`config.mk`:
```
export PLATFORM = sky130hd
export DESIGN_NAME = pvio_top
export DESIGN_NICKNAME = d
export VERILOG_FILES = /design/src/verilog/pvio_pkg.sv /design/src/verilog/pvio_ctrl_if.sv /design/src/verilog/pvio_sync.sv /design/src/verilog/pvio_resolve.sv /design/src/verilog/pvio_top.sv
export SDC_FILE = /design/constraint.sdc
export NUM_CORES = 1
export LEC_CHECK = 0
export ABC_AREA = 1
export BUFFER_PORTS_ARGS = -buffer_cell sky130_fd_sc_hd__buf_4
export CORE_MARGIN = 2
export CORE_UTILIZATION = 35
export CTS_BUF_LIST = sky130_fd_sc_hd__clkbuf_16
export CTS_CLUSTER_DIAMETER = 150
export DETAILED_ROUTE_END_ITERATION = 8
export GPL_ROUTABILITY_DRIVEN = 0
export PLACE_DENSITY = 0.68
export SYNTH_ARGS = -nofsm -noshare
export SYNTH_HDL_FRONTEND = slang
export SYNTH_SLANG_ARGS = --single-unit
export TNS_END_PERCENT = 30
```
`constraint.sdc`:
```
create_clock -name core_clk -period 1.3 [get_ports core_clk]
set_input_delay 0.325 -clock core_clk [delete_from_list [all_inputs] [get_ports core_clk]]
set_output_delay 0.325 -clock core_clk [all_outputs]
set_load 0.1 [all_outputs]
```
`src/verilog/pvio_pkg.sv`:
```
// Notes on behaviour
// - input level register ignores all writes
// - input register reads buffered levels, bits 7-0
// - pins sampled even while driven as outputs
// - direction bit 1 output, 0 input
// - motor pwm forces output on every pin
// - pin 6 output when timer ch3 compare
// - pin 4 output when timer ch2 compare
// - pin 3 i2c gives open-drain output
// - pin 3 pwm seven channel forces output
// - pin 3 pwm seven shutdown forces input
// - pin 3 spi then decides direction
// - pin 2 output when timer ch1 compare
// - pin 2 spi then decides direction
// - pin 2 pwm six forces output
// - reads may lag direction change three cycles
// - data read: register if output, else pin
package pvio_pkg;

  //////////////////////////////////////////////////////////////////////////////
  // widths and register map
  localparam int unsigned PVIO_PINS = 8;
  localparam int unsigned PVIO_ADDR_W = 4;
  localparam logic [3:0] PVIO_OFS_OUTPUT_DATA = 4'h0;
  localparam logic [3:0] PVIO_OFS_INPUT_LEVELS = 4'h1;
  localparam logic [3:0] PVIO_OFS_PIN_DIRECTION = 4'h2;
  localparam logic [3:0] PVIO_OFS_OVERRIDE = 4'h3;

  // reset values
  localparam logic [7:0] PVIO_RST_DIRECTION = 8'h00;
  localparam logic [7:0] PVIO_RST_OUTPUT_DATA = 8'h00;
  localparam logic [7:0] PVIO_RST_READ = 8'h00;

  // pin positions with special overrides
  localparam int unsigned PVIO_PIN_TIM3 = 6;
  localparam int unsigned PVIO_PIN_TIM2 = 4;
  localparam int unsigned PVIO_PIN_SHARED = 3;
  localparam int unsigned PVIO_PIN_CLOCK = 2;
  localparam int unsigned PVIO_TIM_CH_PIN6 = 3;
  localparam int unsigned PVIO_TIM_CH_PIN4 = 2;
  localparam int unsigned PVIO_TIM_CH_PIN2 = 1;
  localparam int unsigned PVIO_TIM_CHANNELS = 4;

  // synchroniser depth behind the pins
  localparam int unsigned PVIO_SYNC_STAGES = 2;

endpackage : pvio_pkg

```
`src/verilog/pvio_ctrl_if.sv`:
```
`timescale 1ns/10ps
// direction and drive values between register file and pin resolver
interface pvio_ctrl_if;
  logic [7:0] direction;
  logic [7:0] output_data;
  logic [7:0] drive_en;
  logic [7:0] drive_val;
  logic [7:0] forced;

  modport regs
  (
    output direction,
    output output_data,
    input drive_en,
    input drive_val,
    input forced
  );

  modport resolver
  (
    input direction,
    input output_data,
    output drive_en,
    output drive_val,
    output forced
  );
endinterface : pvio_ctrl_if

```
`src/verilog/pvio_sync.sv`:
```
`timescale 1ns/10ps
// two-stage synchroniser for the pin input levels
module pvio_sync
  import pvio_pkg::*;
#(
  parameter int unsigned WIDTH = 8
)
(
  // clock and reset
  input wire logic core_clk,
  input wire logic rst,
  // raw and buffered levels
  input wire logic [WIDTH-1:0] raw_level,
  output logic [WIDTH-1:0] buffered_level
);

  typedef struct packed {
    logic [WIDTH-1:0] stage_one;
    logic [WIDTH-1:0] stage_two;
  } pvio_sync_state_type;

  pvio_sync_state_type state;
  pvio_sync_state_type next_state;

  //////////////////////////////////////////////////////////////////////////////
  // pins sampled regardless of direction
  always_comb
  begin
    next_state.stage_one = raw_level;
    next_state.stage_two = state.stage_one;
  end

  // register stages
  always_ff @(posedge core_clk)
  begin
    if (rst)
    begin
      state <= '0;
    end
    else
    begin
      state <= next_state;
    end
  end

  assign buffered_level = state.stage_two;

endmodule : pvio_sync

```
`src/verilog/pvio_resolve.sv`:
```
`timescale 1ns/10ps
// per-pin direction and drive value by fixed priority
module pvio_resolve
  import pvio_pkg::*;
(
  // register side
  pvio_ctrl_if.resolver ctrl,
  // motor driver pwm
  input wire logic [7:0] motor_pwm_enable,
  input wire logic [7:0] motor_pwm_out,
  // timer_one output compare
  input wire logic [pvio_pkg::PVIO_TIM_CHANNELS-1:0] timer_one_oc_enable,
  input wire logic [pvio_pkg::PVIO_TIM_CHANNELS-1:0] timer_one_oc_out,
  // two_wire_i2c data line
  input wire logic two_wire_i2c_routed,
  input wire logic two_wire_i2c_enable,
  input wire logic two_wire_i2c_sda_out,
  // pwm channels seven and six
  input wire logic pwm_channel_seven_routed,
  input wire logic pwm_channel_seven_shutdown,
  input wire logic pwm_channel_seven_out,
  input wire logic pwm_channel_six_routed,
  input wire logic pwm_channel_six_out,
  // spi select and clock
  input wire logic spi_routed,
  input wire logic spi_enable,
  input wire logic spi_ss_drive,
  input wire logic spi_ss_out,
  input wire logic spi_sck_drive,
  input wire logic spi_sck_out,
  // open-drain marker per pin
  output logic [7:0] open_drain
);

  logic spi_active;

  assign spi_active = spi_routed & spi_enable;

  //////////////////////////////////////////////////////////////////////////////
  // priority chain per pin
  always_comb
  begin
    for (int i = 0; i < 8; i++)
    begin
      ctrl.drive_en[i] = ctrl.direction[i];
      ctrl.drive_val[i] = ctrl.output_data[i];
      ctrl.forced[i] = 1'b0;
      open_drain[i] = 1'b0;
    end
    // pin 6: timer channel 3
    if (timer_one_oc_enable[PVIO_TIM_CH_PIN6])
    begin
      ctrl.drive_en[PVIO_PIN_TIM3] = 1'b1;
      ctrl.drive_val[PVIO_PIN_TIM3] = timer_one_oc_out[PVIO_TIM_CH_PIN6];
      ctrl.forced[PVIO_PIN_TIM3] = 1'b1;
    end
    // pin 4: timer channel 2
    if (timer_one_oc_enable[PVIO_TIM_CH_PIN4])
    begin
      ctrl.drive_en[PVIO_PIN_TIM2] = 1'b1;
      ctrl.drive_val[PVIO_PIN_TIM2] = timer_one_oc_out[PVIO_TIM_CH_PIN4];
      ctrl.forced[PVIO_PIN_TIM2] = 1'b1;
    end
    // pin 3: i2c, pwm seven, spi select
    if (two_wire_i2c_routed && two_wire_i2c_enable)
    begin
      ctrl.drive_en[PVIO_PIN_SHARED] = ~two_wire_i2c_sda_out;
      ctrl.drive_val[PVIO_PIN_SHARED] = 1'b0;
      ctrl.forced[PVIO_PIN_SHARED] = 1'b1;
      open_drain[PVIO_PIN_SHARED] = 1'b1;
    end
    else if (pwm_channel_seven_routed && !pwm_channel_seven_shutdown)
    begin
      ctrl.drive_en[PVIO_PIN_SHARED] = 1'b1;
      ctrl.drive_val[PVIO_PIN_SHARED] = pwm_channel_seven_out;
      ctrl.forced[PVIO_PIN_SHARED] = 1'b1;
    end
    else if (pwm_channel_seven_routed)
    begin
      ctrl.drive_en[PVIO_PIN_SHARED] = 1'b0;
      ctrl.forced[PVIO_PIN_SHARED] = 1'b1;
    end
    else if (spi_active)
    begin
      ctrl.drive_en[PVIO_PIN_SHARED] = spi_ss_drive;
      ctrl.drive_val[PVIO_PIN_SHARED] = spi_ss_out;
      ctrl.forced[PVIO_PIN_SHARED] = 1'b1;
    end
    // pin 2: timer channel 1, spi clock, pwm six
    if (timer_one_oc_enable[PVIO_TIM_CH_PIN2])
    begin
      ctrl.drive_en[PVIO_PIN_CLOCK] = 1'b1;
      ctrl.drive_val[PVIO_PIN_CLOCK] = timer_one_oc_out[PVIO_TIM_CH_PIN2];
      ctrl.forced[PVIO_PIN_CLOCK] = 1'b1;
    end
    else if (spi_active)
    begin
      ctrl.drive_en[PVIO_PIN_CLOCK] = spi_sck_drive;
      ctrl.drive_val[PVIO_PIN_CLOCK] = spi_sck_out;
      ctrl.forced[PVIO_PIN_CLOCK] = 1'b1;
    end
    else if (pwm_channel_six_routed)
    begin
      ctrl.drive_en[PVIO_PIN_CLOCK] = 1'b1;
      ctrl.drive_val[PVIO_PIN_CLOCK] = pwm_channel_six_out;
      ctrl.forced[PVIO_PIN_CLOCK] = 1'b1;
    end
    // motor pwm wins on every pin
    for (int i = 0; i < 8; i++)
    begin
      if (motor_pwm_enable[i])
      begin
        ctrl.drive_en[i] = 1'b1;
        ctrl.drive_val[i] = motor_pwm_out[i];
        ctrl.forced[i] = 1'b1;
        open_drain[i] = 1'b0;
      end
    end
  end

endmodule : pvio_resolve

```
`src/verilog/pvio_top.sv`:
```
// Implementation choices: the plain strobed port and the register offsets.
`timescale 1ns/10ps
// port v pin direction, output data and input sampling
module pvio_top
  import pvio_pkg::*;
(
  // clock and reset
  input wire logic core_clk,
  input wire logic rst,
  // register port
  input wire logic [pvio_pkg::PVIO_ADDR_W-1:0] reg_addr,
  input wire logic [7:0] reg_wdata,
  input wire logic reg_write,
  input wire logic reg_read,
  output logic [7:0] reg_rdata,
  // pins
  input wire logic [7:0] pin_in,
  output logic [7:0] pin_out,
  output logic [7:0] pin_oe_n,
  // motor driver pwm
  input wire logic [7:0] motor_pwm_enable,
  input wire logic [7:0] motor_pwm_out,
  // timer_one output compare
  input wire logic [pvio_pkg::PVIO_TIM_CHANNELS-1:0] timer_one_oc_enable,
  input wire logic [pvio_pkg::PVIO_TIM_CHANNELS-1:0] timer_one_oc_out,
  // two_wire_i2c data line
  input wire logic two_wire_i2c_routed,
  input wire logic two_wire_i2c_enable,
  input wire logic two_wire_i2c_sda_out,
  // pwm channels seven and six
  input wire logic pwm_channel_seven_routed,
  input wire logic pwm_channel_seven_shutdown,
  input wire logic pwm_channel_seven_out,
  input wire logic pwm_channel_six_routed,
  input wire logic pwm_channel_six_out,
  // spi select and clock
  input wire logic spi_routed,
  input wire logic spi_enable,
  input wire logic spi_ss_drive,
  input wire logic spi_ss_out,
  input wire logic spi_sck_drive,
  input wire logic spi_sck_out,
  // buffered levels for peripherals and open-drain flags
  output logic [7:0] pin_level,
  output logic [7:0] pin_open_drain
);

  typedef struct packed {
    logic [7:0] direction;
    logic [7:0] output_data;
    logic [7:0] rdata;
    logic [7:0] pin_out;
    logic [7:0] pin_oe_n;
    logic [7:0] open_drain;
  } pvio_top_state_type;

  pvio_top_state_type state;
  pvio_top_state_type next_state;
  logic [7:0] buffered_level;
  logic [7:0] open_drain_comb;

  pvio_ctrl_if ctrl ();

  //////////////////////////////////////////////////////////////////////////////
  // input synchroniser
  pvio_sync #(
    .WIDTH(PVIO_PINS)
  ) i_pvio_sync (
    .core_clk(core_clk),
    .rst(rst),
    .raw_level(pin_in),
    .buffered_level(buffered_level)
  );

  // direction override resolution
  pvio_resolve i_pvio_resolve (
    .ctrl(ctrl.resolver),
    .motor_pwm_enable(motor_pwm_enable),
    .motor_pwm_out(motor_pwm_out),
    .timer_one_oc_enable(timer_one_oc_enable),
    .timer_one_oc_out(timer_one_oc_out),
    .two_wire_i2c_routed(two_wire_i2c_routed),
    .two_wire_i2c_enable(two_wire_i2c_enable),
    .two_wire_i2c_sda_out(two_wire_i2c_sda_out),
    .pwm_channel_seven_routed(pwm_channel_seven_routed),
    .pwm_channel_seven_shutdown(pwm_channel_seven_shutdown),
    .pwm_channel_seven_out(pwm_channel_seven_out),
    .pwm_channel_six_routed(pwm_channel_six_routed),
    .pwm_channel_six_out(pwm_channel_six_out),
    .spi_routed(spi_routed),
    .spi_enable(spi_enable),
    .spi_ss_drive(spi_ss_drive),
    .spi_ss_out(spi_ss_out),
    .spi_sck_drive(spi_sck_drive),
    .spi_sck_out(spi_sck_out),
    .open_drain(open_drain_comb)
  );

  assign ctrl.direction = state.direction;
  assign ctrl.output_data = state.output_data;

  //////////////////////////////////////////////////////////////////////////////
  // register writes, reads and pin drive
  always_comb
  begin
    next_state = state;
    // writes; the input level register takes none
    if (reg_write)
    begin
      case (reg_addr)
        PVIO_OFS_OUTPUT_DATA: next_state.output_data = reg_wdata;
        PVIO_OFS_PIN_DIRECTION: next_state.direction = reg_wdata;
        default: next_state.output_data = state.output_data;
      endcase
    end
    // read data stands only in the cycle after the strobe
    next_state.rdata = PVIO_RST_READ;
    if (reg_read)
    begin
      case (reg_addr)
        PVIO_OFS_OUTPUT_DATA: next_state.rdata =
          (state.direction & state.output_data) | (~state.direction & buffered_level);
        PVIO_OFS_INPUT_LEVELS: next_state.rdata = buffered_level;
        PVIO_OFS_PIN_DIRECTION: next_state.rdata = state.direction;
        PVIO_OFS_OVERRIDE: next_state.rdata = ctrl.forced;
        default: next_state.rdata = PVIO_RST_READ;
      endcase
    end
    // pins: output enable low while driving
    next_state.pin_out = ctrl.drive_val;
    next_state.pin_oe_n = ~ctrl.drive_en;
    next_state.open_drain = open_drain_comb;
  end

  // state register
  always_ff @(posedge core_clk)
  begin
    if (rst)
    begin
      state.direction <= PVIO_RST_DIRECTION;
      state.output_data <= PVIO_RST_OUTPUT_DATA;
      state.rdata <= PVIO_RST_READ;
      state.pin_out <= 8'h00;
      state.pin_oe_n <= 8'hff;
      state.open_drain <= 8'h00;
    end
    else
    begin
      state <= next_state;
    end
  end

  // outputs
  assign reg_rdata = state.rdata;
  assign pin_out = state.pin_out;
  assign pin_oe_n = state.pin_oe_n;
  assign pin_open_drain = state.open_drain;
  assign pin_level = buffered_level;

endmodule : pvio_top

```
==> results of run 1 <==
[metrics by stage]
stage | utilization | setup TNS, ns | hold WS, ns | setup WS (ns)
3_5_place_dp | 0.475 | -0.119 | 0.386 | -0.0345
2_1_floorplan | - | -0.606 | 0.381 | -0.105
5_1_grt | 0.531 | -0.0116 | 0.197 | -0.0116
6_report | 0.531 | 0 | 0.198 | 0.0215
4_1_cts | 0.524 | 0 | 0.189 | 0.00192
3_3_place_gp | 0.475 | -0.00258 | 0.386 | -0.00258
[placed cells by master, fill, tap and decap left out, drive strengths merged]
master	n
o21ai	32
nand3b	1
o31ai	2
dfxtp	57
nor3	1
conb	7
bufinv	2
clkbuf	9
buf	100
nand2	83
nand4	2
nor2	46
nand3	19
a21oi	24
clkinv	5
o21bai	1
inv	45
[logic make-up (layout without fill, tap and decap cells)]
family	count (synthesis)	count (layout)
simple gates	152	152
buf+inv	60	161
compound gates	59	59
flops	57	57
other cells	1	7
[area by class of cell]
class,count,share of cell area
repair buffers,100,0.235
multi-input cells,218,0.278
flip-flops and latches,57,0.324
well taps,80,0.0282
inverters,45,0.0477
clock buffers,9,0.0635
clock inverters,7,0.0240
[metal layers]
| metal | up-vias | share of wire | wire length, microns |
|---|---|---|---|
| met1 | 1054 | 0.43 | 2670 |
| met4 | 0 | 0.020 | 124 |
| met2 | 70 | 0.50 | 3100 |
| met3 | 13 | 0.056 | 352 |
| li1 | 1228 | - | - |
| met5 | - | 0 | 0 |
[state kept, by name, summed over array words and instances, names as in the netlist]
signal                      flops
ctrl.direction                  8
ctrl.output_data                8
i_pvio_sync.buffered_level      8
i_pvio_sync.next_state          8
pin_oe_n                        8
pin_out                         8
reg_rdata                       8
pin_open_drain                  1
[power by group]
group	internal [uW]	leakage [uW]	switching [uW]
Clock	1650	0.000152	784
Combinational	263	0.00108	621
Sequential	1820	0.000470	30.1
[worst max path at each step]
stage                                             start                end  slack (ns)
after global routing      i_pvio_sync.buffered_level[6]       pin_level[6]       -0.01
after floorplan           i_pvio_sync.buffered_level[5]       reg_rdata[5]       -0.10
after global placement                      reg_addr[3]  ctrl.direction[7]      -0.003
after CTS                 i_pvio_sync.buffered_level[0]       pin_level[0]       0.002
after detailed placement                    reg_addr[0]  ctrl.direction[5]       -0.03
final                     i_pvio_sync.buffered_level[6]       pin_level[6]        0.02
[repair_timing]
item / in CTS / in global routing
hold endpoints to repair: 0 / 0
endpoints found under the setup margin: 5 / 6
gates resized for setup: 5 / 12
==> reports/metrics.yaml, run 1 <==
synth-xor-area-share: 0
endpoint_kind: "primary output"
vdd_drop_max_mv: 0.653
synth_top_family_by_area: "simple AND/OR/NAND/NOR gates"
hold_end: "pin_out[1]"
cts_tree: "done"
cts-root-buf: "clkbuf_16"
synth.largest_area_cell: "dfxtp_1"
hp-class: "in2reg"
layout.nets: 493
hold_viol: 0
power_per_cell_area_nw_per_um2: 1460
layout.cells.non_filler: 516
grt_pass1_vias: 2211
async_reset_ff_frac: 0
drv_slew: 0
clockBufferDepth: 2
portBuffers: 92
via_per_inst: 4.58
drc: 0
grt_max_degree: 30
synth_commonest_cells: "79 x nand2_1, 57 x dfxtp_1, 41 x inv_1, 41 x nor2_1, 30 x o21ai_0"
antenna_found_initial: 0
synth-simple-area-share: 0.276
max_stage_delay_ns: 0.41
grt_util_met2: 0.284
muxShareOfSynthArea: 0
gr-total-overflow: 0
crit_path_start_kind: "flop"
die_w_microns: 86.4
vias: 2365
cp_cell_sequence: "buf_8"
synth_edf_count: 0
post-route-period-util: 0.983
cts_hold_buf: 0
critPathBufInv: 1
cp_num_cells: 1
postCtsSetupRepairBufs: 0
num_rows: 30
rsz0062_at_grt: "true"
synth_flop_cell: "dfxtp_1"
fillers: 631
die_area_sq_um: 7470
crit_type: "reg2out"
cts-htree-levels: 3
cts.clk_slew.worst_paths_ns: 0.05
r2r_start: "ctrl.direction[6]"
dp.cells: 500
synth_area_sq_um: 2380
drtAntennaViolNets: 0
power.leakage_uw: 0.00170
cp.arrival_ns: 0.95
syn_area_per_cell_sq_um: 7.23
place_area_sq_um: 3170
finish.instance_area_sq_um: 3540
yosysSeqAreaShare: 0.480
ff2ff_setup_slack_ns: 0.36
io_pins: 102
synth_fa_ha_area_frac: 0
firstDrtPassIters: 4
path_delay_family: "flip-flops"
finalClockSkew_ns: 0.00372
timing.rr.end: "reg_rdata[6]"
crit_slowest_cell: "dfxtp_1"
drive_above_1_share: 0.303
fmax_ghz: 0.782
cts_sinks: 57
ys_seq_elements: 57
synth.distinct_cells: 24
antenna_cells: 0
cp.required_ns: 0.98
start_util: 0.356
hold_depth: 2
outcome: "completed"
met1_usage: 0.213
critPathMaxFanout: 3
setup_violations: 0
track_usage: 0.172
die_y_microns: 86.4
drt_iter0_drc: 109
drv_cap: 0
yosysMostFrequentCell: "nand2_1"
coreArea_sq_um: 6680
yosysWarnings: 0
synth_area_leaders: "dfxtp_1 48%, nand2_1 12%, inv_1 6.5%, nor2_1 6.5%, o21ai_0 6.3%"
wl_per_cell_microns: 12.1
multiInputGateArea_sq_um: 986
fin_crit_ns: 1.28
cts_buffers: 9
synth_cells: 329
clk_latency_ns: 0.32
worstHoldStart: "motor_pwm_enable[1]"
synth_top_area_share: 0.480
wl_microns: 6240
grt_use_met3: 0.0362
reg2reg_depth: 7
synth_compound_area_frac: 0.127
p_total_uw: 5170
grt_pass1_wl_microns: 10100
gr-max-usage-layer: "met2"
seqCellArea_sq_um: 1150
hpwl_microns: 4540
area_growth_pct: 49.1
Note: power is estimated with default switching activity, not from simulation.
==> run 2: changes to the inputs <==
--- a/config.mk
+++ b/config.mk
@@ -13,8 +13,9 @@
 export CTS_CLUSTER_DIAMETER = 150
 export DETAILED_ROUTE_END_ITERATION = 8
 export GPL_ROUTABILITY_DRIVEN = 0
-export PLACE_DENSITY = 0.68
+export PLACE_DENSITY = 0.66
 export SYNTH_ARGS = -nofsm -noshare
 export SYNTH_HDL_FRONTEND = slang
+export SYNTH_HIERARCHICAL = 1
 export SYNTH_SLANG_ARGS = --single-unit
 export TNS_END_PERCENT = 30
==> run 2 against run 1 <==
Maximum frequency decreased by 0.93%. Worst hold slack better by 0.0015 ns. Clock-buffer cell count unchanged. Non-clock buffer count grew 10. Sequential share of layout area is 0.37 points higher. Synthesized cell count rose by 18%. Critical path depth stayed put. Cell count up 16%. Routed wire length up 11%. Setup slack lost 0.012 ns. Sequential power is 12% higher. Synthesized area grew 17%. Critical path type unchanged.
==> reports/metrics.yaml, run 2 <==
setup_violations: 0
rsz0062_at_grt: "true"
async_reset_ff_frac: 0
crit_path_start_kind: "flop"
finish.instance_area_sq_um: 3930
post-route-period-util: 0.993
ys_seq_elements: 64
num_rows: 32
drv_cap: 0
drc: 0
cts_sinks: 64
place_area_sq_um: 3620
yosysMostFrequentCell: "nand2_1"
drtAntennaViolNets: 0
synth.distinct_cells: 26
wl_per_cell_microns: 11.7
cts_hold_buf: 0
switching_share: 0.290
power_per_cell_area_nw_per_um2: 1280
coreArea_sq_um: 7730
grt_max_degree: 22
via_per_inst: 4.44
track_usage: 0.165
synth_edf_count: 0
final_cell_mix: "100 x buf_4, 97 x nand2_1, 65 x nor2_1"
antenna_found_initial: 0
cts-htree-levels: 3
fin_crit_ns: 1.29
crit_slowest_cell: "dfxtp_1"
synth_area_leaders: "dfxtp_1 46%, nand2_1 13%, nor2_1 8.7%, inv_1 7.1%, nand3_1 5.6%"
synth.largest_area_cell: "dfxtp_1"
outcome: "completed"
drive_above_1_share: 0.308
seqPwrFrac: 0.413
clk_latency_ns: 0.32
drt_iter0_drc: 75
multiInputGateArea_sq_um: 1150
p_clk_frac: 0.399
final_common_cell: "buf_4"
vias: 2644
hpwl_microns: 5050
cts_buffers: 9
die_area_sq_um: 8710
path_delay_family: "flip-flops"
firstDrtPassIters: 4
synth_cells: 388
postCtsSetupRepairBufs: 0
endpoint_kind: "primary output"
p_int_uw: 3580
p_comb_frac: 0.188
p_switching_uw: 1460
synth_commonest_cells: "97 x nand2_1, 65 x nor2_1, 64 x dfxtp_1, 53 x inv_1, 31 x nand3_1"
cts.clk_slew.worst_paths_ns: 0.05
gr-total-overflow: 0
yosysSeqAreaShare: 0.459
die_w_microns: 93.3
clockBufferDepth: 2
io_pins: 102
portBuffers: 99
grt_pass1_vias: 2507
crit_type: "reg2out"
synth_top_area_share: 0.459
drv_slew: 0
start_util: 0.361
cts_tree: "done"
layout.nets: 554
critPathBufInv: 1
die_y_microns: 93.3
syn_area_per_cell_sq_um: 7.19
cp.required_ns: 0.98
seqCellArea_sq_um: 1290
area_growth_pct: 40.9
finalClockSkew_ns: 0.00376
yosysWarnings: 6
vdd_drop_max_mv: 0.821
synth_flop_cell: "dfxtp_1"
cp_cell_sequence: "buf_4"
antenna_cells: 0
hold_viol: 0
fmax_ghz: 0.775
fillers: 764
p_total_uw: 5040
max_stage_delay_ns: 0.34
wl_microns: 6950
power.leakage_uw: 0.00198
hp-class: "in2reg"
cp.arrival_ns: 0.97
grt_pass1_wl_microns: 11100
critPathMaxFanout: 1
synth_area_sq_um: 2790
cts-root-buf: "clkbuf_16"
run 2: power by group through the flow:
stage	logic [uW]	clock network, uW	registers [uW]
after CTS	948	2060	2080
final	947	2010	2080
after global placement	928	0	2110
after detailed placement	934	0	2120
after floorplan	249	0	2510
after global routing	1010	2140	2090
run 2: area by class of cell:
cell class,count,share of cell area
tap,102,0.0325
clock inverter,4,0.00414
inverter,55,0.0531
clock buffer,9,0.0573
sequential,64,0.327
timing repair buffer,110,0.234
multi-input combinational,252,0.292
run 2: cell families after synthesis:
kind of cell	Yosys count	share of synthesized area
AO/OA/AOI/OAI	17	0.0327
buffers and inverters	78	0.138
flip-flops	64	0.459
multiplexers	4	0.0161
other	1	0.00134
AND/OR/NAND/NOR	224	0.353
run 2: worst paths after layout:
kind,slack [ns],to,startpoint,cells after the start
setup / recovery,0.01,reg_rdata[1],reg_rdata[1],1
hold / removal,0.20,i_pvio_sync/next_state[3],pin_in[3],3
setup reg to reg,0.38,reg_rdata[6],ctrl.direction[6],7
hold reg to reg,0.39,i_pvio_sync/buffered_level[6],i_pvio_sync/next_state[6],2
run 2: per-layer routing:
metal	GRT usage	share of wire	up-vias
met5	0	0	-
met4	0.0600	0.015	0
met3	0.0443	0.072	9
met2	0.291	0.49	88
met1	0.189	0.42	1179
li1	-	-	1368
run 2: timing repair:
item,in CTS,in global routing
resized for setup,13,7
setup endpoints to repair,6,5
gates cloned,0,0
pin swaps,0,0
run 2: metrics by stage:
stage / TNS (ns) / worst slack [ns] / utilization / cells / hold slack [ns]
4_1_cts: 0 / 0.000357 / 0.506 / 596 / 0.196
2_1_floorplan: -0.542 / -0.0960 / - / 394 / 0.381
3_3_place_gp: 0 / 0.0233 / 0.468 / 583 / 0.383
6_report: 0 / 0.00953 / 0.509 / 596 / 0.199
3_5_place_dp: -0.0410 / -0.0217 / 0.468 / 583 / 0.388
5_1_grt: -0.00365 / -0.00365 / 0.509 / 596 / 0.208
==> run 3: changes to the inputs <==
--- a/config.mk
+++ b/config.mk
@@ -7,6 +7,7 @@
 export LEC_CHECK = 0
 export ABC_AREA = 1
 export BUFFER_PORTS_ARGS = -buffer_cell sky130_fd_sc_hd__buf_4
+export CORE_ASPECT_RATIO = 1.2
 export CORE_MARGIN = 2
 export CORE_UTILIZATION = 35
 export CTS_BUF_LIST = sky130_fd_sc_hd__clkbuf_16
==> run 3 against run 2 <==
Sequential power about the same. Flip-flop and latch count unchanged. Critical path type unchanged. Sequential share of layout area down 0.20 points. Cell count down 1.3%. Clock power up 11%. Critical path depth unchanged. Worst hold slack better by 0.0059 ns.
==> reports/metrics.yaml, run 3 (same netlist as run 2, synthesis figures left out) <==
cp.arrival_ns: 0.96
cts-htree-levels: 3
drt_iter0_drc: 95
drv_cap: 0
place_area_sq_um: 3610
area_growth_pct: 41.9
ff2ff_setup_slack_ns: 0.38
clk_latency_ns: 0.32
grt_pass1_vias: 2600
dp.cells: 573
critPathBufInv: 1
cts-root-buf: "clkbuf_16"
cp_cell_sequence: "buf_12"
switching_share: 0.279
final_common_cell: "buf_4"
p_switching_uw: 1470
cts_buffers: 9
hold_viol: 0
fin_crit_ns: 1.28
power.leakage_uw: 0.00200
postCtsSetupRepairBufs: 0
hp-class: "in2reg"
track_usage: 0.168
num_rows: 35
layout.cells.non_filler: 588
vias: 2646
crit_slowest_cell: "dfxtp_1"
final_cell_mix: "101 x buf_4, 97 x nand2_1, 65 x nor2_1"
drive_above_1_share: 0.313
die_w_microns: 85.5
tns_ns: 0
crit_type: "reg2out"
drv_slew: 0
cts_resized: 11
portBuffers: 99
seqPwrFrac: 0.395
fillers: 751
fmax_ghz: 0.778
cts_tree: "done"
cts_hold_buf: 0
p_clk_frac: 0.424
wl_per_cell_microns: 12.0
antenna_cells: 0
max_stage_delay_ns: 0.43
finish.instance_area_sq_um: 3960
finalClockSkew_ns: 0.00366
critPathMaxFanout: 3
endpoint_kind: "primary output"
p_comb_frac: 0.180
io_pins: 102
wl_microns: 7050
cts.clk_slew.worst_paths_ns: 0.05
grt_pass1_wl_microns: 11400
via_per_inst: 4.50
drtAntennaViolNets: 0
cts_sinks: 64
clockBufferDepth: 2
outcome: "completed"
power_per_cell_area_nw_per_um2: 1330
gr-total-overflow: 0
setup_violations: 0
start_util: 0.362
crit_path_start_kind: "flop"
layout.nets: 554
cp.required_ns: 0.98
coreArea_sq_um: 7710
antenna_found_initial: 0
die_y_microns: 102
post-route-period-util: 0.988
post-route-util: 0.514
path_delay_family: "flip-flops"
drc: 0
grt_max_degree: 27
die_area_sq_um: 8710
firstDrtPassIters: 4
hpwl_microns: 5180
vdd_drop_max_mv: 0.874
p_int_uw: 3790
## run 3: final timing paths
check	end	cells after the start	start
max reg2reg	reg_rdata[4]	7	ctrl.direction[4]
max	pin_level[0]	1	i_pvio_sync/buffered_level[0]
min reg2reg	i_pvio_sync/buffered_level[4]	2	i_pvio_sync/next_state[4]
min	i_pvio_sync/next_state[6]	3	pin_in[6]
## run 3: power groups by stage
stage / clock network, uW / registers [uW] / logic (uW)
2_1_floorplan: 0 / 2510 / 249
3_3_place_gp: 0 / 2110 / 928
3_5_place_dp: 0 / 2120 / 935
4_1_cts: 2290 / 2080 / 946
5_1_grt: 2380 / 2090 / 1010
6_report: 2230 / 2080 / 949
## run 3: stage by stage
stage / power, uW / setup WS (ns) / hold WS, ns
CTS: 5310 / 0.000901 / 0.200
global placement: 3040 / 0.0132 / 0.382
finish: 5260 / 0.0154 / 0.205
floorplan: 2760 / -0.0960 / 0.381
detailed placement: 3050 / -0.0315 / 0.393
global route: 5480 / -0.00946 / 0.204
## run 3: area by class of cell
type	instances	area [sq um]	share of cell area
Sequential cell	64	1290	0.325
Multi-Input combinational cell	252	1150	0.290
Timing Repair Buffer	110	921	0.233
Clock buffer	9	225	0.0569
Inverter	55	209	0.0528
Tap cell	92	115	0.0291
Clock inverter	6	53.8	0.0136
## run 3: per-layer routing
layer	up-vias	track usage	wire length, microns
met5	-	0	0
met4	0	0.0598	108
met3	12	0.0452	467
met2	86	0.306	3680
met1	1178	0.187	2800
li1	1370	-	-
## run 3: tightest hold or removal path, cell delays in order
cell    delay [ns]
buf_4         0.08
inv_1         0.03
nor2_2        0.05
